[src/clock_select_params.svh]
// constants for the clock source selection block
// Notes on behaviour
// - low-power oscillator gives the slow clock, running in suspend.
// - low-power oscillator may drive interval and capture timer clocks.
// - low-power oscillator has low-power and more accurate normal settings.
// - processor, USB, interval and capture clocks are selected separately.
// - processor clock from external or 24 MHz source, divided by 2^n.
// - USB engine clock is 12 MHz; halving stage allows a 24 MHz source.
// - interval clock picks one of four sources, prescaled by 1 to 4.
// - capture clock picks external, 24 MHz or low-power oscillator.
// - output pin shows filtered input, 24 MHz, low-power or cpu clock.
// - 24 MHz oscillator may lock to USB traffic for tight tolerance.
// - trim register: fine offset 7:5 (reset zero), gain 4:0.
// - gain has no meaningful reset; boot writes factory calibration.
// - speed codes 0..6 divide by 8,4,2,1,16,32,128; code 7 reserved.
// - USB source bit picks 24 MHz oscillator at 0, external at 1.
// - halving disable works only with external source.
`ifndef CLOCK_SELECT_PARAMS_SVH
`define CLOCK_SELECT_PARAMS_SVH
`define OFS_CLK_CFG 8'h30
`define OFS_OSC_TRIM 8'h34
`define OFS_TMR_SEL 8'h38
`define OFS_SPEED 8'h3c
`define OFS_STATUS 8'h40
`define POS_USB_HALF_DIS 6
`define POS_USB_SEL 5
`define POS_CPU_SEL 0
`define POS_FOFFSET 5
`define POS_GAIN 0
`define POS_ITMR_SRC 0
`define POS_ITMR_PRE 2
`define POS_CAP_SRC 4
`define POS_CLOCK_OUTPUT_PIN_SRC 6
`define POS_CLOCK_OUTPUT_PIN_EN 8
`define POS_FILTER_EN 9
`define POS_SPEED 0
`define POS_LP_LOW_POWER 3
`define RST_FOFFSET 3'h0
`define RST_GAIN 5'h10
`define RST_SPEED 3'h0
`define SPEED_RESERVED 3'h7
`endif

[src/clock_select_pkg.sv]
// types shared by the clock source selection block
package clock_select_pkg;
	typedef struct packed {
		logic usb_half_dis;
		logic usb_sel;
		logic cpu_sel;
		logic [2:0] foffset;
		logic [4:0] gain;
		logic [1:0] itmr_src;
		logic [1:0] itmr_pre;
		logic [1:0] cap_src;
		logic [1:0] clock_output_pin_src;
		logic clock_output_pin_en;
		logic filter_en;
		logic [2:0] speed;
		logic lp_low_power;
	} clk_cfg_t;
	typedef enum logic [1:0] {SRC_EXT, SRC_OSC, SRC_LP, SRC_CPU} clock_output_pin_src_t;
endpackage : clock_select_pkg

[src/tick_divider.sv]
// source-selecting tick divider that only retunes between output periods
`timescale 1ns/1ps
`default_nettype none
module tick_divider (
	input wire logic clock_i,
	input wire logic reset_n_i,
	input wire logic [3:0] src_tick_i,
	input wire logic [1:0] sel_i,
	input wire logic [7:0] div_i,
	output logic tick_o
);
	logic [1:0] sel_ff;
	logic [7:0] div_ff;
	logic [7:0] cnt_ff;
	logic tick_ff;
	wire logic src = src_tick_i[sel_ff];
	wire logic wrap = src && (cnt_ff == div_ff - 8'h01);

	// new source and divisor are only taken with the count at rest
	always_ff @(posedge clock_i or negedge reset_n_i) begin
		if (!reset_n_i) begin
			sel_ff <= 2'h0;
			div_ff <= 8'h01;
			cnt_ff <= 8'h00;
			tick_ff <= 1'b0;
		end else begin
			if (cnt_ff == 8'h00 && !src) begin
				sel_ff <= sel_i;
				div_ff <= div_i;
			end
			if (wrap)
				cnt_ff <= 8'h00;
			else if (src)
				cnt_ff <= cnt_ff + 8'h01;
			tick_ff <= wrap;
		end
	end

	assign tick_o = tick_ff;
endmodule : tick_divider
`default_nettype wire

[src/clock_source_selection.sv]
// clock source selection, division and oscillator trim with ahb-lite regs
`timescale 1ns/1ps
`default_nettype none
`include "clock_select_params.svh"
module clock_source_selection
	import clock_select_pkg::*;
(
	input wire logic clock_i,
	input wire logic reset_n_i,
	input wire logic hsel,
	input wire logic [31:0] haddr,
	input wire logic [1:0] htrans,
	input wire logic hwrite,
	input wire logic [2:0] hsize,
	input wire logic [31:0] hwdata,
	input wire logic hready,
	output logic [31:0] hrdata,
	output logic hreadyout,
	output logic hresp,
	input wire logic external_clock_input_i,
	input wire logic osc24_level_i,
	input wire logic lp_osc_level_i,
	input wire logic suspend_i,
	input wire logic usb_traffic_i,
	output logic processor_core_clock_o,
	output logic serial_bus_engine_clock_o,
	output logic interval_timer_clock_o,
	output logic capture_timer_clock_o,
	output logic slow_clock_o,
	output logic clock_output_pin_o,
	output logic clock_output_pin_oe_o,
	output logic [2:0] osc_foffset_o,
	output logic [4:0] osc_gain_o,
	output logic osc_usb_lock_o,
	output logic lp_low_power_o
);
	clk_cfg_t cfg_ff;
	logic [2:0] sync1_ff;
	logic [2:0] sync2_ff;
	logic [2:0] prev_ff;
	logic ext_filt_ff;
	logic ext_last_ff;
	logic wr_pend_ff;
	logic [7:0] wr_addr_ff;
	logic [31:0] rdata_ff;
	logic cpu_lvl_ff;
	logic [1:0] cur_src_ff;
	logic parked_ff;
	logic pin_ff;

	// external pin and both oscillators pass two flip-flops
	always_ff @(posedge clock_i or negedge reset_n_i) begin
		if (!reset_n_i) begin
			sync1_ff <= 3'h0;
			sync2_ff <= 3'h0;
		end else begin
			sync1_ff <= {lp_osc_level_i, osc24_level_i, external_clock_input_i};
			sync2_ff <= sync1_ff;
		end
	end

	// transient filter: external level moves only after two equal samples
	always_ff @(posedge clock_i or negedge reset_n_i) begin
		if (!reset_n_i) begin
			ext_last_ff <= 1'b0;
			ext_filt_ff <= 1'b0;
			prev_ff <= 3'h0;
		end else begin
			ext_last_ff <= sync2_ff[0];
			if (!cfg_ff.filter_en || ext_last_ff == sync2_ff[0])
				ext_filt_ff <= sync2_ff[0];
			prev_ff <= {sync2_ff[2:1], ext_filt_ff};
		end
	end

	// rising edges of each source become one-cycle ticks
	wire logic ext_tick = ext_filt_ff & ~prev_ff[0];
	wire logic osc_tick = sync2_ff[1] & ~prev_ff[1];
	wire logic lp_tick = sync2_ff[2] & ~prev_ff[2];

	// processor speed code to divisor
	function automatic logic [7:0] speed_div(input logic [2:0] code);
		case (code)
			3'h0: speed_div = 8'h08;
			3'h1: speed_div = 8'h04;
			3'h2: speed_div = 8'h02;
			3'h3: speed_div = 8'h01;
			3'h4: speed_div = 8'h10;
			3'h5: speed_div = 8'h20;
			default: speed_div = 8'h80;
		endcase
	endfunction : speed_div

	// per-consumer source vectors, selects and divisors
	wire logic [3:0] cpu_srcs = {2'h0, ext_tick, osc_tick};
	wire logic [1:0] cpu_sel = {1'b0, cfg_ff.cpu_sel};
	wire logic [7:0] cpu_div = speed_div(cfg_ff.speed);
	wire logic [3:0] usb_srcs = {2'h0, ext_tick, osc_tick};
	wire logic [1:0] usb_sel = {1'b0, cfg_ff.usb_sel};
	wire logic usb_undiv = cfg_ff.usb_sel & cfg_ff.usb_half_dis;
	wire logic [7:0] usb_div = usb_undiv ? 8'h01 : 8'h02;
	wire logic [3:0] cap_srcs = {1'b0, lp_tick, osc_tick, ext_tick};
	wire logic [1:0] cap_sel = (cfg_ff.cap_src == 2'h3) ? 2'h2 :
		cfg_ff.cap_src;
	wire logic cap_tick;
	wire logic cpu_tick;
	wire logic [3:0] itmr_srcs = {cap_tick, lp_tick, osc_tick, ext_tick};
	wire logic [7:0] itmr_div = {6'h00, cfg_ff.itmr_pre} + 8'h01;

	// one divider per consumer clock
	tick_divider cpu_div_u (.clock_i(clock_i), .reset_n_i(reset_n_i),
		.src_tick_i(cpu_srcs), .sel_i(cpu_sel), .div_i(cpu_div),
		.tick_o(cpu_tick));
	tick_divider usb_div_u (.clock_i(clock_i), .reset_n_i(reset_n_i),
		.src_tick_i(usb_srcs), .sel_i(usb_sel), .div_i(usb_div),
		.tick_o(serial_bus_engine_clock_o));
	tick_divider cap_div_u (.clock_i(clock_i), .reset_n_i(reset_n_i),
		.src_tick_i(cap_srcs), .sel_i(cap_sel), .div_i(8'h01),
		.tick_o(cap_tick));
	tick_divider itmr_div_u (.clock_i(clock_i), .reset_n_i(reset_n_i),
		.src_tick_i(itmr_srcs), .sel_i(cfg_ff.itmr_src), .div_i(itmr_div),
		.tick_o(interval_timer_clock_o));

	// processor clock stops in suspend at processor_core_clock_o, not on the output pin; slow clock keeps running
	assign processor_core_clock_o = cpu_tick & ~suspend_i;
	assign capture_timer_clock_o = cap_tick;
	assign slow_clock_o = lp_tick;

	// clock output pin: park low on old source, resume on new one when low
	wire logic [3:0] out_lvls = {cpu_lvl_ff, sync2_ff[2], sync2_ff[1],
		ext_filt_ff};
	wire logic switch_req = cfg_ff.clock_output_pin_src != cur_src_ff;
	always_ff @(posedge clock_i or negedge reset_n_i) begin
		if (!reset_n_i) begin
			cpu_lvl_ff <= 1'b0;
			cur_src_ff <= 2'h0;
			parked_ff <= 1'b0;
			pin_ff <= 1'b0;
		end else begin
			if (cpu_tick)
				cpu_lvl_ff <= ~cpu_lvl_ff;
			if (!parked_ff && switch_req && !out_lvls[cur_src_ff])
				parked_ff <= 1'b1;
			else if (parked_ff && !out_lvls[cfg_ff.clock_output_pin_src]) begin
				parked_ff <= 1'b0;
				cur_src_ff <= cfg_ff.clock_output_pin_src;
			end
			pin_ff <= parked_ff ? 1'b0 : out_lvls[cur_src_ff];
		end
	end
	assign clock_output_pin_o = pin_ff;
	assign clock_output_pin_oe_o = cfg_ff.clock_output_pin_en;

	// oscillator controls
	assign osc_foffset_o = cfg_ff.foffset;
	assign osc_gain_o = cfg_ff.gain;
	assign osc_usb_lock_o = usb_traffic_i & ~cfg_ff.usb_sel;
	assign lp_low_power_o = cfg_ff.lp_low_power;

	// ahb-lite address phase decode
	wire logic addr_ok = hsel & hready & htrans[1];
	wire logic [7:0] a_ofs = haddr[7:0];
	wire logic a_hit = (haddr[31:8] == 24'h000000) && (a_ofs[1:0] == 2'h0);
	wire logic [31:0] rd_cfg = {25'h0, cfg_ff.usb_half_dis, cfg_ff.usb_sel,
		4'h0, cfg_ff.cpu_sel};
	wire logic [31:0] rd_trim = {24'h0, cfg_ff.foffset, cfg_ff.gain};
	wire logic [31:0] rd_tmr = {22'h0, cfg_ff.filter_en, cfg_ff.clock_output_pin_en,
		cfg_ff.clock_output_pin_src, cfg_ff.cap_src, cfg_ff.itmr_pre, cfg_ff.itmr_src};
	wire logic [31:0] rd_speed = {28'h0, cfg_ff.lp_low_power, cfg_ff.speed};
	wire logic [31:0] rd_status = {23'h0, parked_ff, cur_src_ff, ext_filt_ff,
		osc_usb_lock_o, suspend_i, cfg_ff.speed};
	wire logic [31:0] rd_mux =
		!a_hit ? 32'h0 :
		(a_ofs == `OFS_CLK_CFG) ? rd_cfg :
		(a_ofs == `OFS_OSC_TRIM) ? rd_trim :
		(a_ofs == `OFS_TMR_SEL) ? rd_tmr :
		(a_ofs == `OFS_SPEED) ? rd_speed :
		(a_ofs == `OFS_STATUS) ? rd_status : 32'h0;

	// latch write address and read data at the end of the address phase
	always_ff @(posedge clock_i or negedge reset_n_i) begin
		if (!reset_n_i) begin
			wr_pend_ff <= 1'b0;
			wr_addr_ff <= 8'h00;
			rdata_ff <= 32'h0;
		end else begin
			wr_pend_ff <= addr_ok & hwrite & a_hit;
			if (addr_ok) begin
				wr_addr_ff <= a_ofs;
				rdata_ff <= hwrite ? 32'h0 : rd_mux;
			end
		end
	end

	// register writes in the data phase; reserved speed code is refused
	wire logic [2:0] wr_speed = hwdata[`POS_SPEED +: 3];
	always_ff @(posedge clock_i or negedge reset_n_i) begin
		if (!reset_n_i) begin
			cfg_ff <= '0;
			cfg_ff.foffset <= `RST_FOFFSET;
			cfg_ff.gain <= `RST_GAIN;
			cfg_ff.speed <= `RST_SPEED;
		end else if (wr_pend_ff) begin
			if (wr_addr_ff == `OFS_CLK_CFG) begin
				cfg_ff.usb_half_dis <= hwdata[`POS_USB_HALF_DIS];
				cfg_ff.usb_sel <= hwdata[`POS_USB_SEL];
				cfg_ff.cpu_sel <= hwdata[`POS_CPU_SEL];
			end else if (wr_addr_ff == `OFS_OSC_TRIM) begin
				cfg_ff.foffset <= hwdata[`POS_FOFFSET +: 3];
				cfg_ff.gain <= hwdata[`POS_GAIN +: 5];
			end else if (wr_addr_ff == `OFS_TMR_SEL) begin
				cfg_ff.itmr_src <= hwdata[`POS_ITMR_SRC +: 2];
				cfg_ff.itmr_pre <= hwdata[`POS_ITMR_PRE +: 2];
				cfg_ff.cap_src <= hwdata[`POS_CAP_SRC +: 2];
				cfg_ff.clock_output_pin_src <= hwdata[`POS_CLOCK_OUTPUT_PIN_SRC +: 2];
				cfg_ff.clock_output_pin_en <= hwdata[`POS_CLOCK_OUTPUT_PIN_EN];
				cfg_ff.filter_en <= hwdata[`POS_FILTER_EN];
			end else if (wr_addr_ff == `OFS_SPEED) begin
				if (wr_speed != `SPEED_RESERVED)
					cfg_ff.speed <= wr_speed;
				cfg_ff.lp_low_power <= hwdata[`POS_LP_LOW_POWER];
			end
		end
	end

	// zero-wait slave, always okay
	assign hrdata = rdata_ff;
	assign hreadyout = 1'b1;
	assign hresp = 1'b0;
endmodule : clock_source_selection
`default_nettype wire

[config.mk]
export PLATFORM = sky130hd
export DESIGN_NAME = clock_source_selection
export DESIGN_NICKNAME = d
export VERILOG_FILES = /design/src/clock_select_pkg.sv /design/src/tick_divider.sv /design/src/clock_source_selection.sv
export VERILOG_INCLUDE_DIRS = /design/src
export SDC_FILE = /design/constraint.sdc
export NUM_CORES = 1
export LEC_CHECK = 0
export BUFFER_PORTS_ARGS = -buffer_cell sky130_fd_sc_hd__buf_4
export CORE_ASPECT_RATIO = 0.75
export CORE_MARGIN = 5
export CORE_UTILIZATION = 57
export CTS_CLUSTER_SIZE = 40
export DETAILED_ROUTE_END_ITERATION = 16
export PLACE_DENSITY_LB_ADDON = 0.12
export REMOVE_ABC_BUFFERS = 1
export SYNTH_ARGS = -nofsm -noshare
export SYNTH_HDL_FRONTEND = slang
export SYNTH_HIERARCHICAL = 1
export SYNTH_SLANG_ARGS = --single-unit
[constraint.sdc]
create_clock -name clock_i -period 2.85 [get_ports clock_i]
set_input_delay 0.285 -clock clock_i [delete_from_list [all_inputs] [get_ports clock_i]]
set_output_delay 0.285 -clock clock_i [all_outputs]
set_load 0.02 [all_outputs]
After elaboration in Yosys (flattened, before gate mapping)
Index checks and enable logic that the tools add are counted.
{"block": "op_classes", "order_cmp": 6, "addsub": 8, "bitwise_logic": 20, "eq_ne": 21, "n_reduce_logical": 39, "muxes": 33}
{"cell": "$eq A8 B6 Y1 const B", "n": 8}
{"cell": "$mux W8", "n": 8}
{"cell": "$mux W10", "n": 5}
{"cell": "$pmux W8 S6", "n": 1}
{"cell": "$add A8 B1 Y8 const B", "n": 4}
{"cell": "$logic_not A8 Y1", "n": 4}
{"cell": "$eq A8 B8 Y1", "n": 3}
{"cell": "$logic_not A24 Y1", "n": 1}
{"cell": "$sub A8 B1 Y8 const B", "n": 3}
{"cell": "$mux W9", "n": 2}
{"cell": "$logic_and A1 B1 Y1", "n": 12}
{"cell": "$lt A2 B3 Y1 const B", "n": 4}
{"cell": "$mux W1", "n": 11}
{"cell": "$and A1 B1 Y1", "n": 10}
{"cell": "$not A1 Y1", "n": 10}
{"cell": "$reduce_bool A2 Y1", "n": 5}
{"cell": "$bmux W1 S2", "n": 4}
{"cell": "$eq A8 B7 Y1 const B", "n": 1}
{"cell": "$logic_not A1 Y1", "n": 8}
{"cell": "$eq A3 B2 Y1 const B", "n": 2}
{"cell": "$eq A3 B3 Y1 const B", "n": 2}
{"cell": "$lt A1 B3 Y1 const B", "n": 2}
{"cell": "$reduce_and A6 Y1", "n": 1}
{"cell": "$reduce_and A5 Y1", "n": 1}
{"cell": "other kinds (13)", "n": 15}
{"block": "word_totals", "wordCells": 167, "out_inout_bits": 51, "inputBits": 79, "reg_bits": 148}

Longest topological paths before layout
Gate-level depths: netlist (run 1).
{"block": "depth", "ltp_word": 9, "depth_mapped": 9, "mapped_depth_nobuf": 8}

By module
The synthesis (run 1) kept the hierarchy.
{"module": "tick_divider at cap_div_u ...", "area_per_inst_um2": 1146.1, "seq_area_each_um2": 476.7, "cells_per_inst": 112, "instances": 3}
{"module": "clock_source_selection", "area_per_inst_um2": 3017.9, "seq_area_each_um2": 1502.7, "cells_per_inst": 256, "instances": 1}
{"module": "tick_divider at usb_div_u", "area_per_inst_um2": 1217.4, "seq_area_each_um2": 476.7, "cells_per_inst": 124, "instances": 1}

Least setup slack after synthesis (run 1)
Ideal clock, no wire load.
{"block": "synth_path", "kind": "reg2reg", "startpoint": "register cap_div_u/div_ff[1] (netlist name)", "endpoint": "register cap_div_u.cnt_ff[0]", "t_required_ps": 2725, "path_stages_with_launch": 9, "arrival_time_ps": 2097, "synth_period_minus_slack_ps": 2222, "n_path_buf": 0, "setup_slack_ps": 628, "setup_time_ps": 125, "cell_sequence": "dfrtp_1 -> inv_1 -> ha_1 -> or3b_4 -> nor3_2 -> xnor2_1 -> a2111oi_4 -> nor2_2 -> mux2_4"}
{"item": "end signal, assigned", "line": "tick_divider.sv:34", "rtl": "cnt_ff <= cnt_ff + 8'h01;"}
{"item": "end, declared", "line": "tick_divider.sv:14", "rtl": "logic [7:0] cnt_ff;"}

Final worst setup path (run 1)
{"block": "layout_path", "startpoint": "register itmr_div_u.div_ff[1]", "endpoint": "register itmr_div_u.cnt_ff[0]"}
{"block": "layout_via", "elab_chain_len": 4, "word_cells_on_any_way": 5, "classes_between": "1 x add/sub; 1 x eq/ne; 1 x mux; 2 x reduce/logical"}
{"item": "start, declared", "line": "tick_divider.sv:13", "rtl": "logic [7:0] div_ff;"}
{"item": "start signal, assigned", "line": "tick_divider.sv:29", "rtl": "div_ff <= div_i;"}
{"item": "$sub A8 B1 Y8 *", "line": "tick_divider.sv:17", "rtl": "wire logic wrap = src && (cnt_ff == div_ff - 8'h01);"}
{"item": "$eq A8 B8 Y1 *", "line": "tick_divider.sv:17"}
{"item": "$logic_and A1 B1 Y1 *", "line": "tick_divider.sv:17"}
{"item": "$mux W8 or $reduce_bool A2 Y1 (tied branches)"}
{"item": "end signal, assigned", "line": "tick_divider.sv:34"}
{"item": "end, declared", "line": "tick_divider.sv:14"}
Mark *: on every way between the ends. The rest lies on a longest branch, timed or not.
A chain may end at the register's enable or synchronous reset.

==> results of run 1 <==
## state kept, by name, summed over array words and instances, names as in the netlist, 2 cells and up
signal             cells
usb_div_u/div_ff       8
cpu_div_u/div_ff       8
prev_ff                3
sync2_ff               3
cfg_ff                15
sync1_ff               3
usb_div_u/sel_ff       2
cap_div_u/cnt_ff       8
cpu_div_u/sel_ff       2
wr_addr_ff             8
hrdata                10
cur_src_ff             2
cpu_div_u/cnt_ff       8
itmr_div_u/div_ff      8
usb_div_u/cnt_ff       8
osc_foffset_o          3
cap_div_u/div_ff       8
osc_gain_o             5
cap_div_u/sel_ff       2
itmr_div_u/sel_ff      2
itmr_div_u/cnt_ff      8
## stage by stage
stage	utilization (%)	cell area (um^2)	hold WS, ns
finish	69.14	9062	0.1113
global route	69.14	9062	0.09273
CTS	69.14	9062	0.08868
detailed placement	63.99	8388	0.2395
global placement	63.99	8388	0.2323
floorplan	-	7505	-0.01059
## worst min path at each step
stage               slack (ns)                   end  cells after the start
global route              0.09        lp_low_power_o                      2
floorplan                -0.01   cap_div_u/cnt_ff[0]                      0
finish                    0.11        lp_low_power_o                      2
global placement          0.23  itmr_div_u/div_ff[6]                      1
detailed placement        0.24  itmr_div_u/div_ff[7]                      1
CTS                       0.09        lp_low_power_o                      2
## cells in the final DEF (no fill, tap or decap), drive strengths merged, types with 13 or more instances in the layout
| master | n |
|---|---|
| xnor2 | 21 |
| nor4 | 13 |
| a22o | 18 |
| clkbuf | 18 |
| nor3 | 24 |
| nand2b | 13 |
| xor2 | 15 |
| ha | 13 |
| nand2 | 47 |
| nand3 | 21 |
| o21ai | 36 |
| buf | 87 |
| nor2 | 21 |
| mux2 | 67 |
| inv | 34 |
| nor2b | 25 |
| dfrtp | 131 |
| conb | 51 |
| and3 | 16 |
## per-layer routing
metal	wire length [um]	track usage, %
met4	198	5.709
met1	7873	32.30
met5	0	0
met3	1351	5.704
met2	8487	36.33
## report_power, final
| group | leakage (nW) | switching (W) | internal (W) | total (W) |
|---|---|---|---|---|
| sequential | 1.71 | 0.000339 | 0.00215 | 0.00249 |
| clock | 0.299 | 0.000852 | 0.00149 | 0.00235 |
| combinational | 2.13 | 0.000571 | 0.000552 | 0.00112 |
| total | 4.15 | 0.00176 | 0.00420 | 0.00596 |
## timing repair
action / 4_1_cts / 5_1_grt
buffers inserted: 0 / 0
hold buffers: 4 / 0
hold endpoints to repair: 43 / 0
## kinds of logic (layout without fill, tap and decap cells)
group	count (synthesis)	count (layout)	synth area share, %
AOI/OAI and AO/OA	131	131	13.37
xor gates and xnor gates	36	36	4.109
adders and majority gates	13	13	2.120
buffers and inverters	87	154	6.114
DFF	136	136	44.43
muxes	74	74	11.22
other	2	51	0.09787
and+or+nand+nor	237	237	18.54
## worst max-delay path: stages (launching register included)
cell	delay [ns]
dfrtp_1	0.41
inv_1	0.08
ha_1	0.21
or3b_4	0.40
nor3_2	0.15
xnor2_1	0.12
a2111oi_4	0.63
nor2_2	0.15
mux2_4	0.30
## area by class of cell
class / instances / area share, %
tap: 171 / 2.361
clock buffer: 18 / 4.846
clock inverter: 14 / 2.154
multi-input combinational: 542 / 43.90
timing repair buffer: 91 / 7.828
sequential: 136 / 37.62
inverter: 31 / 1.284
==> flow_summary.yaml, run 1 <==
synthesis:
  synth_cells: 716
  synth_seq_cells: 136
  yosysTopAreaCell: "dfrtp_1"
  seq_area_frac_synth_pct: 44.43
  yosys-top-cells-area: "dfrtp_1 43%, mux2_2 8.8%, buf_4 3.1%"
  ys_warn_count: 6
  synth_flop_cell: "dfrtp_1"
  synth_edf_count: 0
  yosysUniqueCellTypes: 83
  yosysMostFrequentCell: "dfrtp_1"
  syn_area_per_cell_um2: 10.72
  ys_top_cells_by_count: "131 x dfrtp_1, 60 x mux2_2, 47 x nand2_1, 32 x buf_4, 31 x inv_1"
  synth_area_mm2: 0.007674
  async_flop_share_pct: 100.0
  yosysTopAreaCellShare_pct: 42.72
route:
  avgViaCountPerCell: 5.796
  routed_wl_mm: 17.91
  drt.antenna.violating_nets: 0
  drcViolationCount: 0
  wire_per_inst_um: 17.86
  vias: 5813
  dr.first_iter.drc_count: 367
  drt_pass1_iterations: 5
layout:
  n_fill_cell: 972
  ff_latch_area_mm2: 0.003410
  areaGrowthSynthToFinish_pct: 18.10
  diodes: 0
  drive_above_1_share_pct: 26.20
  fin_cells: 1003
  nNetsFinal: 911
  multiInputGateArea_mm2: 0.003979
timing:
  drv_slew: 0
  setup_tns_ns: 0
  finalClockSkew_ns: 0.007885
  worst_pin_slew_ns: 0.6929
  timing.final.crit_share_pct: 90.61
  clock.fmax_mhz: 387.2
  period_minus_slack_ns: 2.583
  rsz0062_at_grt: "no"
  finalHoldViolations: 0
  setup_ws_ns: 0.2675
  relSlewSlack_pct: 53.76
  setup-violations-final: 0
placed_design:
  io_buffers: 79
  dp_cells: 967
  gp_congestion: 0.8513
  place_hpwl_mm: 12.92
  dp_worst_setup_slack_ns: 0.3018
critical_path:
  crit_end: "itmr_div_u/cnt_ff[0]"
  start_kind: "flop"
  worst-path-max-fanout: 9
  reg2reg_depth: 8
  crit_arrival_ns: 2.88
  reg2reg_slack_ns: 0.27
  required_ns: 3.15
  cp-startpoint: "itmr_div_u/div_ff[1]"
  r2r-start: "itmr_div_u/div_ff[1]"
  r2r-end: "itmr_div_u/cnt_ff[0]"
  cp-end-kind: "flop"
  critical_path_class: "flop to flop"
floorplanning:
  start_util_pct: 58.54
  dieArea_mm2: 0.01591
  die_x_um: 144.0
  io_pins: 130
  rows: 36
  coreArea_mm2: 0.01311
  die_h_um: 110.5
global_routing:
  grt_start_max_net_pins: 58
  grt_usage_pct: 23.13
  grt_pass1_vias: 5815
  antenna_found_initial: 0
  gr-total-overflow: 0
  grt_pass1_wl_mm: 29.54
run_status:
  status: "finished clean"
cts:
  clock-sinks: 136
  cts_tree: "built"
  cts_buffer_depth: 2
  clkSlewWorstSetupHoldPaths_ns: 0.06
  cts_resized: 0
  root_buffer: "clkbuf_16"
  numCtsBuffers: 17
  h-tree-depth: 4
  clk_latency_ns: 0.41
power_and_ir_drop:
  total_power_w: 0.005961
  power_density_mw_per_mm2: 657.7
  leakage_nw: 4.145
  ir_drop_mv: 0.5341
worst_hold_path:
  hp-class: "primary input to flop"
  min-delay-start: "hwdata[3]"
job:
  drv_cap: 0
Note: power is estimated with default switching activity, not from simulation.
==> run 2, diff against run 1 <==
--- a/config.mk
+++ b/config.mk
@@ -9,7 +9,8 @@
 export BUFFER_PORTS_ARGS = -buffer_cell sky130_fd_sc_hd__buf_4
 export CORE_ASPECT_RATIO = 0.75
 export CORE_MARGIN = 5
-export CORE_UTILIZATION = 57
+export CORE_UTILIZATION = 59
+export CTS_BUF_LIST = sky130_fd_sc_hd__clkbuf_2
 export CTS_CLUSTER_SIZE = 40
 export DETAILED_ROUTE_END_ITERATION = 16
 export PLACE_DENSITY_LB_ADDON = 0.12
==> run 2 against run 1 <==
Against the previous run: worst setup slack improved by 0.037 ns; clock skew rose by 0.015 ns; flip-flop and latch count did not move; first-iteration DRC count fell by 5.2%; critical path type unchanged; via count fell by 0.10%; die area fell by 3.1%; largest cell class unchanged; sequential share of layout area rose by 1.1 points; combinational power barely moved; critical endpoint is now cap_div_u/cnt_ff[0]; utilization fell by 0.84 points.
==> flow_summary.yaml, run 2 (synthesis gave the netlist of run 1 again) <==
route:
  routed_wl_mm: 16.95
  drcViolationCount: 0
  drt_pass1_iterations: 5
  vias: 5807
  avgViaCountPerCell: 5.676
  dr.first_iter.drc_count: 348
  drt.antenna.violating_nets: 0
  wire_per_inst_um: 16.57
power_and_ir_drop:
  power_density_mw_per_mm2: 511.1
  power_switching_w: 0.001570
  ir_drop_mv: 0.3231
  comb_power_share_pct: 25.1
  seqPwrFrac_pct: 55.2
  clockPowerShare_pct: 19.8
  power.internal_w: 0.002927
  leakage_nw: 4.040
  p_sw_share_pct: 34.92
global_routing:
  antenna_found_initial: 0
  grt_start_max_net_pins: 77
  grt_usage_pct: 23.30
  grt_pass1_vias: 5880
  grt_pass1_wl_mm: 28.77
  gr-total-overflow: 0
cts:
  clk_latency_ns: 0.71
  post-cts-setup-buffer-count: 0
  cts_tree: "built"
  cts_buffer_depth: 2
  h-tree-depth: 4
  clock-sinks: 136
  root_buffer: "clkbuf_2"
  numCtsBuffers: 17
  clkSlewWorstSetupHoldPaths_ns: 0.19
timing:
  holdWs_ns: 0.07308
  rsz0062_at_grt: "no"
  period_minus_slack_ns: 2.545
  relSlewSlack_pct: 51.84
  worst_pin_slew_ns: 0.7224
  setup-violations-final: 0
  clock.fmax_mhz: 392.9
  finalHoldViolations: 0
  timing.final.crit_share_pct: 89.32
  drv_slew: 0
  finalClockSkew_ns: 0.02316
  setup_tns_ns: 0
run_status:
  status: "finished clean"
critical_path:
  r2r-end: "cap_div_u/cnt_ff[0]"
  required_ns: 3.46
  reg2reg_slack_ns: 0.30
  worst-path-max-fanout: 9
  slowest_delay_ns: 0.63
  crit_chain: "inv_1 -> ha_1 -> or3b_4 -> nor3_2 -> xnor2_1 -> a2111oi_4 -> nor2_2 -> mux2_4"
  r2r-start: "cap_div_u/div_ff[1]"
  start_kind: "flop"
  cp_slowest_cell: "a2111oi_4"
  reg2reg_depth: 8
  cp-end-kind: "flop"
  crit_arrival_ns: 3.16
  critical_path_class: "flop to flop"
placed_design:
  io_buffers: 79
  dp_cells: 966
  place_hpwl_mm: 12.35
  gp_congestion: 0.8964
floorplanning:
  die_x_um: 141.7
  die_h_um: 108.8
  io_pins: 130
  coreArea_mm2: 0.01288
  rows: 36
  dieArea_mm2: 0.01541
  start_util_pct: 59.57
worst_hold_path:
  min-delay-start: "hready"
  hold_end: "hrdata[3]"
  hold_depth: 5
  hp-class: "primary input to flop"
layout:
  areaGrowthSynthToFinish_pct: 14.66
  nNetsFinal: 932
  largest_reg_flops: 15
  drive_above_1_share_pct: 24.77
  diodes: 0
  fin_cells: 1023
  mostFrequentLayoutCells: "131 x dfrtp_1, 84 x buf_4, 60 x mux2_2, 51 x conb_1, 47 x nand2_1"
  largest_register: "cfg_ff"
  fin_util_pct: 68.30
  final_common_cell: "dfrtp_1"
job:
  drv_cap: 0
## run 2: worst max-delay path by stage
stage,from,end,depth (start not counted)
floorplan,sync2_ff[1],usb_div_u/div_ff[2],5
global placement,cap_div_u/div_ff[1],cap_div_u/cnt_ff[0],8
detailed placement,cpu_div_u/div_ff[1],cpu_div_u/cnt_ff[0],8
CTS,cap_div_u/div_ff[1],cap_div_u/cnt_ff[0],8
global route,cap_div_u/div_ff[1],cap_div_u/cnt_ff[0],8
finish,cap_div_u/div_ff[1],cap_div_u/cnt_ff[0],8
## run 2: layout make-up
type	instances	area [um^2]
Clock buffer	19	95.09
Timing Repair Buffer	112	922.1
Inverter	31	116.4
Multi-Input combinational cell	542	3979
Tap cell	171	214.0
Fill cell	1045	4084
Clock inverter	12	62.56
Sequential cell	136	3410
## run 2: worst max-delay path, delay by kind of cell (launching register included)
kind	cells	cell delay (ns)
AO/OA/AOI/OAI	1	0.63
XOR/XNOR	1	0.13
adder cells (fa/ha/maj)	1	0.19
buffers and inverters	1	0.08
flip-flops	1	0.44
multiplexers	1	0.29
AND/OR/NAND/NOR	3	0.70
## run 2: power groups by stage
stage          sequential [W]  combinational, W  clock [W]
2_1_floorplan         0.00243          0.000818          0
3_3_place_gp          0.00249           0.00105          0
3_5_place_dp          0.00251           0.00110          0
4_1_cts               0.00247           0.00113   0.000914
5_1_grt               0.00253           0.00126    0.00102
6_report              0.00248           0.00113   0.000890
## run 2: metrics by stage
stage | worst slack (ns) | area, um^2 | total power [W]
floorplan | 0.3869 | 7505 | 0.003244
global placement | 0.4205 | 8381 | 0.003541
detailed placement | 0.3302 | 8381 | 0.003605
CTS | 0.3070 | 8798 | 0.004517
global route | 0.09381 | 8798 | 0.004801
finish | 0.3045 | 8798 | 0.004497
## run 2: routing by layer
layer	vias up	track usage, %	routed length [um]
li1	2777	-	-
met1	2896	31.59	7874
met2	116	38.43	8227
met3	18	5.392	670
met4	0	5.616	181
met5	-	0	0
## run 2: timing repair
action,CTS,global route
setup endpoints to repair,0,0
gates resized for setup,0,0
hold buffers,26,0
endpoints found under the hold margin,116,0
==> run 3, diff against run 2 <==
--- a/config.mk
+++ b/config.mk
@@ -9,7 +9,7 @@
 export BUFFER_PORTS_ARGS = -buffer_cell sky130_fd_sc_hd__buf_4
 export CORE_ASPECT_RATIO = 0.75
 export CORE_MARGIN = 5
-export CORE_UTILIZATION = 59
+export CORE_UTILIZATION = 48
 export CTS_BUF_LIST = sky130_fd_sc_hd__clkbuf_2
 export CTS_CLUSTER_SIZE = 40
 export DETAILED_ROUTE_END_ITERATION = 16
==> run 3 against run 2 <==
Against the previous run: die area up 21%; flip-flop and latch count is the same; first-iteration DRC count grew 13%; sequential power barely moved; global-route usage down 3.7 points; clock skew is 0.0073 ns higher; clock-buffer cell count is 1 lower.
==> flow_summary.yaml, run 3 (synthesis gave the netlist of run 1 again) <==
power_and_ir_drop:
  power_density_mw_per_mm2: 523.5
  leakage_nw: 4.086
  ir_drop_mv: 0.2616
  total_power_w: 0.004687
critical_path:
  cp_top_family: "compound AO/OA/AOI/OAI gates"
  worst-path-max-fanout: 9
  required_ns: 3.42
  start_kind: "flop"
  critical_path_class: "flop to flop"
  cp-end-kind: "flop"
  crit_chain: "inv_1 -> ha_1 -> o21bai_1 -> a2111oi_0 -> a311o_1 -> o221ai_4 -> a21oi_1 -> o22ai_1"
  worst-path-stages: 8
  cp_slowest_cell: "dfstp_2"
  crit_arrival_ns: 3.13
  path_buf_inv: 1
  slowest_delay_ns: 0.64
  reg2reg_depth: 8
layout:
  nNetsFinal: 937
  areaGrowthSynthToFinish_pct: 16.66
  mostFrequentLayoutCells: "131 x dfrtp_1, 86 x buf_4, 60 x mux2_2, 51 x conb_1, 47 x nand2_1"
  largest_reg_flops: 15
  final_common_cell: "dfrtp_1"
  design_area_mm2: 0.008952
  largest_register: "cfg_ff"
  fin_util_pct: 56.43
  diodes: 0
  drive_above_1_share_pct: 25.52
global_routing:
  gr-total-overflow: 0
  grt_pass1_vias: 5724
  grt_pass1_wl_mm: 29.37
  grt_usage_pct: 19.62
  grt_start_max_net_pins: 58
  antenna_found_initial: 0
placed_design:
  io_buffers: 79
  place_hpwl_mm: 13.28
  gp_congestion: 0.8203
  placed_cell_area_mm2: 0.008444
route:
  routed_wl_mm: 17.84
  drcViolationCount: 0
  drt.antenna.violating_nets: 0
  dr.first_iter.drc_count: 392
  wire_per_inst_um: 16.71
  vias: 5827
  wl_met1_mm: 8.365
  routed.top_layer: "met4"
  route.met2.wl_mm: 8.360
  met3_length_um: 854
  avgViaCountPerCell: 5.456
  drt_pass1_iterations: 5
floorplanning:
  die_h_um: 119.5
  io_pins: 130
  dieArea_mm2: 0.01864
  start_util_pct: 48.37
  coreArea_mm2: 0.01587
  die_x_um: 156
  rows: 40
cts:
  h-tree-depth: 4
  clk_latency_ns: 0.69
  post-cts-setup-buffer-count: 0
  clock-sinks: 136
  cts_buffer_depth: 2
  cts_tree: "built"
  cts_hold_buf: 27
  clkSlewWorstSetupHoldPaths_ns: 0.20
  numCtsBuffers: 17
  root_buffer: "clkbuf_2"
  cts_resized: 0
job:
  drv_cap: 0
timing:
  timing.final.crit_share_pct: 89.85
  clock.fmax_mhz: 390.5
  finalClockSkew_ns: 0.03048
  setup-violations-final: 0
  period_minus_slack_ns: 2.561
  rsz0062_at_grt: "no"
  setup_tns_ns: 0
  finalHoldViolations: 0
  relSlewSlack_pct: 45.60
  worst_pin_slew_ns: 0.8151
  drv_slew: 0
worst_hold_path:
  hp-class: "primary input to async pin"
run_status:
  status: "finished clean"
## run 3: metrics by stage
stage | cells | hold slack [ns] | worst slack, ns
final | 1068 | 0.07605 | 0.2892
after global routing | 1068 | 0.005912 | 0.1101
after CTS | 1066 | 0.001699 | 0.3024
after detailed placement | 1007 | 0.2537 | 0.3603
after global placement | 1007 | 0.2436 | 0.4139
after floorplan | 709 | -0.01059 | 0.3869
## run 3: final timing paths
path | startpoint | end | slack [ns]
setup / recovery | usb_div_u/div_ff[0] | usb_div_u/cnt_ff[2] | 0.29
hold / removal | reset_n_i | itmr_div_u/tick_o | 0.08
setup reg to reg | usb_div_u/div_ff[0] | usb_div_u/cnt_ff[2] | 0.29
hold reg to reg | sync1_ff[2] | sync2_ff[2] | 0.38
max in group asynchronous | reset_n_i | ext_last_ff | 1.85
min in group clock_i | haddr[18] | hrdata[7] | 0.11
## run 3: power by group
group / internal (W) / total (W) / leakage (nW) / switching, W
registers: 0.00215 / 0.00248 / 1.71 / 0.000330
clock network: 0.000322 / 0.00106 / 0.127 / 0.000741
logic: 0.000572 / 0.00114 / 2.24 / 0.000573
total: 0.00304 / 0.00469 / 4.09 / 0.00164
## run 3: layout make-up
cell class | instances | area, um^2
Fill cell | 1385 | 6913
Multi-Input combinational cell | 542 | 3979
Sequential cell | 136 | 3410
Timing Repair Buffer | 117 | 967.2
Tap cell | 210 | 262.8
Clock inverter | 14 | 127.6
Inverter | 31 | 116.4
Clock buffer | 18 | 90.09
## run 3: worst reg2reg max path: stages (launching register included)
cell	delay (ns)
dfstp_2	0.64
inv_1	0.08
ha_1	0.31
o21bai_1	0.20
a2111oi_0	0.46
a311o_1	0.24
o221ai_4	0.21
a21oi_1	0.22
o22ai_1	0.09
## run 3: metal layers
| metal | up-vias | GRT usage, % |
|---|---|---|
| met4 | 0 | 5.467 |
| met1 | 2880 | 27.72 |
| met2 | 147 | 30.36 |
| met5 | - | 0 |
| met3 | 22 | 4.578 |
| li1 | 2778 | - |
